==> src/design/bert_pkg.sv <==
// Purpose: shared constants and types of the bit error rate tester
// Assumes: one 250 MHz clock, Avalon-MM register access with 32-bit data
// Notes:   register indexes are word indexes, byte address is four times the index
package bert_pkg;
    localparam int          BUS_ADDR_W      = 8;
    localparam int          BUS_DATA_W      = 32;
    localparam int          BUS_BE_W        = 4;
    localparam int          CLK_MHZ         = 250;

    localparam logic [5:0]  IDX_STATUS      = 6'h17;
    localparam logic [5:0]  IDX_ERR_LOW     = 6'h1a;
    localparam logic [5:0]  IDX_ERR_HIGH    = 6'h1b;
    localparam logic [5:0]  IDX_MODE        = 6'h1b;
    localparam logic [5:0]  IDX_FIFO_EN     = 6'h30;

    // mode register fields
    localparam int          MODE_PAT_LSB    = 0;
    localparam int          MODE_INJ_BIT    = 3;
    localparam int          MODE_AUTO_BIT   = 5;
    localparam int          MODE_WDEN_BIT   = 6;
    localparam int          MODE_KICK_BIT   = 7;
    // status register fields
    localparam int          STA_SRC_LSB     = 0;
    localparam int          STA_SYNC_BIT    = 4;
    localparam int          STA_INV_BIT     = 5;

    localparam logic [2:0]  PAT_ZEROS       = 3'h0;
    localparam logic [2:0]  PAT_ONES        = 3'h1;
    localparam logic [2:0]  PAT_9           = 3'h2;
    localparam logic [2:0]  PAT_10          = 3'h3;
    localparam logic [2:0]  PAT_15          = 3'h4;
    localparam logic [2:0]  PAT_20          = 3'h5;
    localparam logic [2:0]  PAT_20Z         = 3'h6;
    localparam logic [2:0]  PAT_23          = 3'h7;

    localparam int          N_FIFO          = 8;
    localparam int          BITS_MAX        = 8;
    localparam int          LFSR_W          = 23;
    localparam logic [4:0]  ZERO_RUN_MAX    = 5'h0e;
    localparam logic [7:0]  LOAD_BITS       = 8'h17;
    localparam logic [7:0]  ACQ_BITS        = 8'h40;
    localparam logic [7:0]  ACQ_ERR_MAX     = 8'h02;
    localparam logic [7:0]  WIN_ERR_MAX     = 8'h0a;

    localparam logic [2:0]  MODE_PAT_RST    = 3'h0;
    localparam logic [7:0]  FIFO_EN_RST     = 8'h00;
    localparam logic [22:0] LFSR_SEED       = 23'h7fffff;
    localparam logic [15:0] ERR_CNT_MAX     = 16'hffff;

    typedef enum logic [1:0] {RX_HUNT, RX_CHECK, RX_LOCK} bert_rx_phase_t;

    typedef struct packed {
        logic [22:0] lfsr;
        logic [4:0]  zeroRun;
    } bert_gen_st_t;

    typedef struct packed {
        bert_rx_phase_t phase;
        bert_gen_st_t   gen;
        logic [7:0]     bitCnt;
        logic [7:0]     errCnt;
        logic           inv;
    } bert_rx_st_t;

    typedef struct packed {
        logic       valid;
        logic [2:0] fifo;
        logic [3:0] bitCnt;
    } bert_tx_req_t;

    typedef struct packed {
        logic       valid;
        logic [7:0] data;
    } bert_tx_rsp_t;

    typedef struct packed {
        logic       valid;
        logic [2:0] fifo;
        logic [3:0] bitCnt;
        logic [7:0] data;
    } bert_rx_acc_t;

    typedef struct packed {
        logic autoKick;
        logic enable;
        logic kick;
    } bert_wd_t;
endpackage

==> src/design/bert_tester.sv <==
// Purpose: bit error rate tester, pattern generator, self-synchronising checker, counter
// Assumes: channel assigner presents one access per cycle, bits LSB first
// Notes:   bit count 0 or above 8 means a full byte
//
// The Avalon-MM interface to the registers was decided locally.
`timescale 1ns/10ps
`default_nettype none
module bert_tester
    import bert_pkg::*;
(
    input  wire logic                          clk,              // system clock
    input  wire logic                          nrst,             // sync reset, active low
    input  wire logic [bert_pkg::BUS_ADDR_W-1:0] avs_address,    // byte address
    input  wire logic                          avs_read,         // read request
    input  wire logic                          avs_write,        // write request
    input  wire logic [bert_pkg::BUS_BE_W-1:0] avs_byteenable,   // byte lanes
    input  wire logic [bert_pkg::BUS_DATA_W-1:0] avs_writedata,  // write data
    output logic      [bert_pkg::BUS_DATA_W-1:0] avs_readdata,   // read data
    output logic                               avs_waitrequest,  // stall
    input  wire logic [2:0]                    syncSrc,          // current sync source
    input  wire bert_pkg::bert_tx_req_t        txReq,            // transmit access
    output bert_pkg::bert_tx_rsp_t             txRsp,            // pattern bits
    input  wire bert_pkg::bert_rx_acc_t        rxAcc,            // receive access
    output bert_pkg::bert_wd_t                 wdCtrl            // watchdog control
);
    import bert_pkg::*;

    function automatic logic lfsrFb(input logic [22:0] s, input logic [2:0] pat);
        logic fb;
        fb = s[22] ^ s[17];
        case (pat)
            PAT_9:   fb = s[8] ^ s[4];
            PAT_10:  fb = s[9] ^ s[6];
            PAT_15:  fb = s[14] ^ s[13];
            PAT_20:  fb = s[19] ^ s[16];
            PAT_20Z: fb = s[19] ^ s[2];
            default: fb = s[22] ^ s[17];
        endcase
        return fb;
    endfunction

    // one generator step, returns {next state, output bit}
    function automatic logic [28:0] genStep(input bert_gen_st_t st, input logic [2:0] pat);
        bert_gen_st_t nst;
        logic         bitOut;
        logic         fb;
        nst = st;
        fb = lfsrFb(st.lfsr, pat);
        bitOut = fb;
        if (pat == PAT_ZEROS) begin
            bitOut = 1'b0;
        end else if (pat == PAT_ONES) begin
            bitOut = 1'b1;
        end else begin
            nst.lfsr = {st.lfsr[21:0], fb};
            if (pat == PAT_20Z && st.zeroRun >= ZERO_RUN_MAX) begin
                bitOut = 1'b1;
            end
        end
        if (bitOut) begin
            nst.zeroRun = 5'h00;
        end else if (st.zeroRun != 5'h1f) begin
            nst.zeroRun = st.zeroRun + 5'h01;
        end
        return {nst, bitOut};
    endfunction

    // registers
    logic [2:0]            modePat_r;
    logic                  injPend_r;
    logic                  autoKick_r;
    logic                  wdEn_r;
    logic [7:0]            fifoEn_r;
    logic [15:0]           errCnt_r;
    logic [7:0]            errHigh_r;
    logic [2:0]            syncSrc_r;
    bert_gen_st_t          gen_r;
    bert_rx_st_t           rx_r;
    logic                  waitReq_r;
    logic [BUS_DATA_W-1:0] rdData_r;
    bert_tx_rsp_t          txRsp_r;
    bert_wd_t              wd_r;

    // bus decode
    wire logic [5:0] regIdx   = avs_address[7:2];
    wire logic       busy     = (avs_read | avs_write) & waitReq_r;
    wire logic       rdAcc    = busy & avs_read;
    wire logic       wrAcc    = busy & avs_write & avs_byteenable[0];
    wire logic       rdErrLow = rdAcc & (regIdx == IDX_ERR_LOW);
    wire logic       wrMode   = wrAcc & (regIdx == IDX_MODE);
    wire logic       wrFifoEn = wrAcc & (regIdx == IDX_FIFO_EN);
    wire logic [7:0] wrByte   = avs_writedata[7:0];

    logic [7:0] statusByte;
    logic [7:0] rdMux;
    always_comb begin
        statusByte = 8'h00;
        statusByte[STA_SRC_LSB +: 3] = syncSrc_r;
        statusByte[STA_SYNC_BIT] = (rx_r.phase == RX_LOCK);
        statusByte[STA_INV_BIT] = rx_r.inv;
    end

    always_comb begin
        if (regIdx == IDX_STATUS) begin
            rdMux = statusByte;
        end else if (regIdx == IDX_ERR_LOW) begin
            rdMux = errCnt_r[7:0];
        end else if (regIdx == IDX_ERR_HIGH) begin
            rdMux = errHigh_r;
        end else if (regIdx == IDX_FIFO_EN) begin
            rdMux = fifoEn_r;
        end else begin
            rdMux = 8'h00;
        end
    end

    // transmit side: fill up to eight bits from the shared generator
    wire logic       txEnabled = txReq.valid & fifoEn_r[txReq.fifo];
    wire logic [3:0] txCount   = (txReq.bitCnt == 4'h0 || txReq.bitCnt > 4'h8) ?
                                 4'h8 : txReq.bitCnt;
    bert_gen_st_t genNxt;
    logic [7:0]   txByte;
    always_comb begin
        logic [28:0]  stepOut;
        bert_gen_st_t genCur;
        stepOut = 29'h0;
        genCur  = gen_r;
        txByte  = 8'h00;
        for (int i = 0; i < BITS_MAX; i++) begin
            if (txEnabled && i < int'(txCount)) begin
                stepOut   = genStep(genCur, modePat_r);
                genCur    = stepOut[28:1];
                txByte[i] = stepOut[0];
            end
        end
        if (txEnabled && injPend_r) begin
            txByte[0] = ~txByte[0];
        end
        genNxt = genCur;
    end

    // receive side: walk the bits of one access through the checker
    wire logic       rxEnabled = rxAcc.valid & fifoEn_r[rxAcc.fifo];
    wire logic [3:0] rxCount   = (rxAcc.bitCnt == 4'h0 || rxAcc.bitCnt > 4'h8) ?
                                 4'h8 : rxAcc.bitCnt;
    bert_rx_st_t rxNxt;
    logic [3:0]  errInc;
    always_comb begin
        bert_rx_st_t  st;
        logic [28:0]  stepOut;
        logic         rxBit;
        logic         pred;
        logic         mis;
        st      = rx_r;
        stepOut = 29'h0;
        rxBit   = 1'b0;
        pred    = 1'b0;
        mis     = 1'b0;
        errInc  = 4'h0;
        for (int i = 0; i < BITS_MAX; i++) begin
            if (rxEnabled && i < int'(rxCount)) begin
                rxBit   = rxAcc.data[i];
                stepOut = genStep(st.gen, modePat_r);
                pred    = stepOut[0];
                st.bitCnt = st.bitCnt + 8'h01;
                case (st.phase)
                    RX_HUNT: begin
                        // load history straight from the line
                        st.gen.lfsr = {st.gen.lfsr[21:0], rxBit};
                        if (st.bitCnt >= LOAD_BITS) begin
                            st.phase  = RX_CHECK;
                            st.bitCnt = 8'h00;
                            st.errCnt = 8'h00;
                        end
                    end
                    RX_CHECK: begin
                        // self-synchronous prediction, counts mismatches
                        st.gen.lfsr = {st.gen.lfsr[21:0], rxBit};
                        st.gen.zeroRun = stepOut[5:1];
                        if (rxBit != pred) begin
                            st.errCnt = st.errCnt + 8'h01;
                        end
                        if (st.bitCnt >= ACQ_BITS) begin
                            if (st.errCnt <= ACQ_ERR_MAX) begin
                                st.phase = RX_LOCK;
                                st.inv   = 1'b0;
                            end else if (st.errCnt >= ACQ_BITS - ACQ_ERR_MAX) begin
                                st.phase    = RX_LOCK;
                                st.inv      = 1'b1;
                                st.gen.lfsr = ~st.gen.lfsr;
                            end else begin
                                st.phase = RX_HUNT;
                            end
                            st.bitCnt = 8'h00;
                            st.errCnt = 8'h00;
                        end
                    end
                    default: begin
                        // locked: free-running reference
                        st.gen = stepOut[28:1];
                        mis    = (rxBit ^ st.inv) != pred;
                        if (mis) begin
                            errInc    = errInc + 4'h1;
                            st.errCnt = st.errCnt + 8'h01;
                        end
                        if (st.errCnt >= WIN_ERR_MAX) begin
                            st.phase  = RX_HUNT;
                            st.bitCnt = 8'h00;
                            st.errCnt = 8'h00;
                        end else if (st.bitCnt == 8'h00) begin
                            st.errCnt = 8'h00;
                        end
                    end
                endcase
            end
        end
        rxNxt = st;
    end

    // counter: clear on low read, new errors still land, saturating
    wire logic [15:0] cntBase = rdErrLow ? 16'h0000 : errCnt_r;
    wire logic [16:0] cntSum  = {1'b0, cntBase} + {13'h0000, errInc};
    wire logic [15:0] errCnt_nxt = cntSum[16] ? ERR_CNT_MAX : cntSum[15:0];

    wire logic injPend_nxt = (wrMode & wrByte[MODE_INJ_BIT]) |
                             (injPend_r & ~txEnabled);
    wire logic kick_nxt = (wrMode & wrByte[MODE_KICK_BIT]) |
                          (autoKick_r & busy);

    always_ff @(posedge clk) begin
        if (!nrst) begin
            modePat_r  <= MODE_PAT_RST;
            injPend_r  <= 1'b0;
            autoKick_r <= 1'b0;
            wdEn_r     <= 1'b0;
            fifoEn_r   <= FIFO_EN_RST;
            syncSrc_r  <= 3'h0;
        end else begin
            if (wrMode) begin
                modePat_r  <= wrByte[MODE_PAT_LSB +: 3];
                autoKick_r <= wrByte[MODE_AUTO_BIT];
                wdEn_r     <= wrByte[MODE_WDEN_BIT];
            end
            if (wrFifoEn) begin
                fifoEn_r <= wrByte;
            end
            injPend_r <= injPend_nxt;
            syncSrc_r <= syncSrc;
        end
    end

    always_ff @(posedge clk) begin
        if (!nrst) begin
            errCnt_r  <= 16'h0000;
            errHigh_r <= 8'h00;
            gen_r     <= '{lfsr: LFSR_SEED, zeroRun: 5'h00};
            rx_r      <= '{phase: RX_HUNT, gen: '{lfsr: LFSR_SEED, zeroRun: 5'h00},
                           bitCnt: 8'h00, errCnt: 8'h00, inv: 1'b0};
        end else begin
            errCnt_r <= errCnt_nxt;
            if (rdErrLow) begin
                errHigh_r <= errCnt_r[15:8];
            end
            gen_r <= genNxt;
            rx_r  <= rxNxt;
        end
    end

    always_ff @(posedge clk) begin
        if (!nrst) begin
            waitReq_r <= 1'b1;
            rdData_r  <= 32'h0000_0000;
            txRsp_r   <= '{valid: 1'b0, data: 8'h00};
            wd_r      <= '{autoKick: 1'b0, enable: 1'b0, kick: 1'b0};
        end else begin
            waitReq_r <= ~busy;
            if (rdAcc) begin
                rdData_r <= {24'h000000, rdMux};
            end
            txRsp_r <= '{valid: txEnabled, data: txByte};
            wd_r    <= '{autoKick: autoKick_r, enable: wdEn_r, kick: kick_nxt};
        end
    end

    assign avs_readdata    = rdData_r;
    assign avs_waitrequest = waitReq_r;
    assign txRsp           = txRsp_r;
    assign wdCtrl          = wd_r;
endmodule
`default_nettype wire

==> config.mk <==
export PLATFORM = sky130hd
export DESIGN_NAME = bert_tester
export DESIGN_NICKNAME = d
export VERILOG_FILES = /design/src/design/bert_pkg.sv /design/src/design/bert_tester.sv
export SDC_FILE = /design/constraint.sdc
export NUM_CORES = 2
export LEC_CHECK = 0
export BUFFER_PORTS_ARGS = -buffer_cell sky130_fd_sc_hd__buf_2
export CAP_MARGIN = 5
export CORE_MARGIN = 5
export CORE_UTILIZATION = 40
export DETAILED_ROUTE_END_ITERATION = 10
export PLACE_DENSITY = 0.53
export SYNTH_ARGS = -nofsm -noshare
export SYNTH_HDL_FRONTEND = slang
export SYNTH_SLANG_ARGS = --single-unit
==> constraint.sdc <==
create_clock -name clk -period 52.4 [get_ports clk]
set_clock_uncertainty 0.15 [all_clocks]
set_input_delay 2.62 -clock clk [delete_from_list [all_inputs] [get_ports clk]]
set_output_delay 2.62 -clock clk [all_outputs]
set_load 0.005 [all_outputs]
==> summary by stage <==
Detailed routing
The routed design uses 56800 um of met2 wire. The first-pass iteration count of the detailed router is 8. The post-detailed-route via-to-cell ratio is 6.57. The top layer used by detailed routing is met5. Dividing the detail-routed wire length by the instance count gives 23.0 um. The routed layout has 37239 vias.

The initial DRC count is 4297. After detailed routing, the met3 layer carries 10500 um of wire. The number of design rule violations left after detail routing is 0. The post-route antenna net violation count is 0. Summed over all layers, the routed wires come to 130000 um. The detailed router put a total of 57800 um of wire on met1.

Global route
The initial antenna violation count is 3. The sum of overflow across all layers after global routing is 0. The number of global-route vias before repair is 33357.

The global-route usage over all layers is 29.8%. The first-pass GRT wire length is 200000 um. The pin count of the biggest net entering global routing is 68.

Timing
For this run, the top clock speed supported by timing is 35.7 MHz. The number of setup violations in the final report is 0. The final critical path takes up 53.4% of the cycle. The smallest clock period supported by the final layout is computed as 28000 ps.

The worst hold slack across all endpoints is 309 ps. Summed over all failing endpoints, the final setup total negative slack is 0 ps. Setup repair after global routing left no endpoint under its margin. The number of pins exceeding their max-slew limit in the final report was 0. At the pin with the least slew margin, the transition time is 1210 ps.

The number of hold-slack violations in the final timing report came to 0. The worst slew margin relative to its limit is 19.0%.

Floorplanning
The die span in x is 288 um. The number of cell rows is 102. The area inside the core boundary is 77200 um2. The count of pins on the block boundary is 120. The height of the die is 288 um. The initial utilization of the core area, before any placement, comes to 40.2%. The floorplan step defined a die boundary enclosing 83200 um2.

Clock network
TritonCTS created 17 clock buffers. In this run the deepest clock path goes through 2 buffers. The maximum level of the CTS H-tree is 4. The tree is rooted in a sky130_fd_sc_hd__clkbuf_16. The post-cts resize count is 0. The buffers inserted during post-CTS setup optimization is 0. The clock slew seen by the registers of the worst setup and hold paths is 80 ps. The clock latency at the later pin of the worst-skew pair is 450 ps.

TritonCTS built the clock tree. The number of clock sinks is 137. The post-cts hold buffer count is 0.

Layout
The library cell used most frequently in the layout, excluding fill and tap cells, is sky130_fd_sc_hd__nand2_1. In the layout the commonest cells are 549 x sky130_fd_sc_hd__nand2_1, 528 x sky130_fd_sc_hd__nor2_1, 351 x sky130_fd_sc_hd__a21oi_1. The post-route netlist has 9.58% of its cells at a drive strength greater than 1.

The multi-input combinational cell area is 26500 um2. The number of nets at the end of the flow is 4754. The layout-stage area growth over the synthesis result is 5.54%. The number of inserted filler cells in the final layout is 8263. The total area of sequential cells is 2740 um2. 0 antenna diodes ended up in the layout.

Place
The sum of net half-perimeters after detailed placement is 99700 um. The routability congestion estimate from global placement is 0.962. Port buffering added 66 buffers.

Critical path
The worst stage delay on the critical path is 850 ps. The dominant cell type by count on the critical path is sky130_fd_sc_hd__nor2_1. The cell with the largest stage delay on the worst path is sky130_fd_sc_hd__mux2i_1. The element type at the critical path end is a flop. The category of the most critical setup path is input port to flop. The highest net fanout along the worst path is 17. The critical path data arrival time is 28220 ps. Data on the critical path is required at its endpoint by 52620 ps.

STA classifies the critical path startpoint as an input port.

Logic synthesis
The synthesized cell area is 31000 um2. For this run, the register share of the synthesized area comes to 8.84%. The cell accounting for the most synthesized area is sky130_fd_sc_hd__dfxtp_1.

The synthesis-stage register bit count is 137. The synthesized design contains 0 enable-type register cells. The number of cells produced by synthesis is 4702. The count of cell types in the netlist is 149. After synthesis, the cell types taking the most area are sky130_fd_sc_hd__dfxtp_1 8.8%, sky130_fd_sc_hd__nand2_1 6.6%, sky130_fd_sc_hd__nor2_1 6.5%. The count of warnings emitted by yosys is 0. The synthesized area per cell is 6.60 um2. The most common flop cell mapped by yosys is sky130_fd_sc_hd__dfxtp_1.

The fraction of synthesis flops using an asynchronous set or reset pin is 0%. The area fraction of the dominant cell type after synthesis is 8.84%.

Power
The power density over the cells is 31.9 nW/um2. The combinational group share of total power is 74.7%. VDD sags by at most 0.0236 mV. Cell internal power was estimated by the tool at 0.440 mW.

For this design the total switching power over the nets is 0.603 mW. Registers are responsible for 13.3% of the overall power. Of the total power, the share spent switching nets is 57.8%.

For this design the static power due to leakage is 12.1 nW. The part of the total power dissipated in the clock network is 12.0%.

Outcome
The run finished with clean final reports.

Min path
The worst min-delay path category is flop to flop.

Job
The count of max-cap constraint violations is 0.
## worst max-delay path: cells and delay by family
kind            cells  cell delay (ps)
compound gates     34            11920
fa+ha+maj           5             1590
buf+inv             4              580
simple gates       25             6700
mux                 6             2770
xor+xnor            7             1880
## area by class of cell
class                      instances  share of cell area (%)
multi-input combinational       4149                    80.9
sequential                       137                    8.38
tap                             1040                    3.98
timing repair buffer             164                    3.26
inverter                         142                    1.63
clock buffer                      17                    1.30
clock inverter                    15                   0.524
## worst paths after layout
check | start | to | slack, ps | cells after the start
worst max-delay path | rxAcc[13] | errCnt_r[1] | 24400 | 81
worst min-delay path | errHigh_r[5] | errHigh_r[5] | 310 | 2
worst max register to register | modePat_r[2] | errCnt_r[1] | 24980 | 81
worst min register to register | errHigh_r[5] | errHigh_r[5] | 310 | 2
## flip-flops by register name, summed over array words and instances, names as in the netlist, 8 cells and up
name,count
gen_r,28
fifoEn_r,8
rx_r,47
errHigh_r,8
txRsp,9
avs_readdata,8
errCnt_r,16
## cells by family after synthesis
family / after synthesis / synth area share [%]
flops: 137 / 8.84
fa+ha+maj: 68 / 2.77
compound gates: 1665 / 37.8
simple gates: 1944 / 30.2
buf+inv: 439 / 6.28
mux: 193 / 6.74
xor+xnor: 255 / 7.37
other cells: 1 / 0.0121
## power groups by stage
stage,registers (mW),logic [mW],clock network [mW]
after global routing,0.140,0.837,0.133
final,0.139,0.780,0.125
after detailed placement,0.140,0.755,0
after CTS,0.137,0.759,0.128
after global placement,0.140,0.753,0
after floorplan,0.127,0.556,0
## synth_stat cells (all sizes together), types with 21 or more instances
cell     count
o22a        24
ha          67
o22ai       91
and2        75
mux2        40
and3        74
a31oi      110
nor4        43
buf        130
a21o        40
dfxtp      137
xor2        66
o211ai      54
nand3      186
clkbuf     166
o31ai       52
a21boi      22
nand2b      48
nor2       541
o21a        38
nand4       46
a22oi       56
mux2i      148
nor2b       32
nor3       168
o221ai      28
inv        139
xnor2      188
a21oi      363
nand2      550
a221oi      30
o21ai      347
o2111ai     22
a31o        21
or2         34
o32ai       27
a211oi      87
or3         53
## through the flow
step                      power [mW]  area [um2]  utilization, %  cells  setup slack (ps)
after floorplan                0.682       31100               -   4725             31540
after global placement         0.893       32100            41.6   5632             24490
after detailed placement       0.894       32100            41.6   5632             24570
after CTS                       1.02       32700            42.4   5664             24960
after global routing            1.11       32700            42.4   5664             23080
final                           1.04       32700            42.4   5664             24400
## per-layer routing
metal | GRT usage [%] | up-vias
met5 | 0 | -
met2 | 46.3 | 1763
li1 | - | 17496
met3 | 3.48 | 260
met1 | 42.2 | 17714
met4 | 11.2 | 6
(Power assumes the default switching activity.)
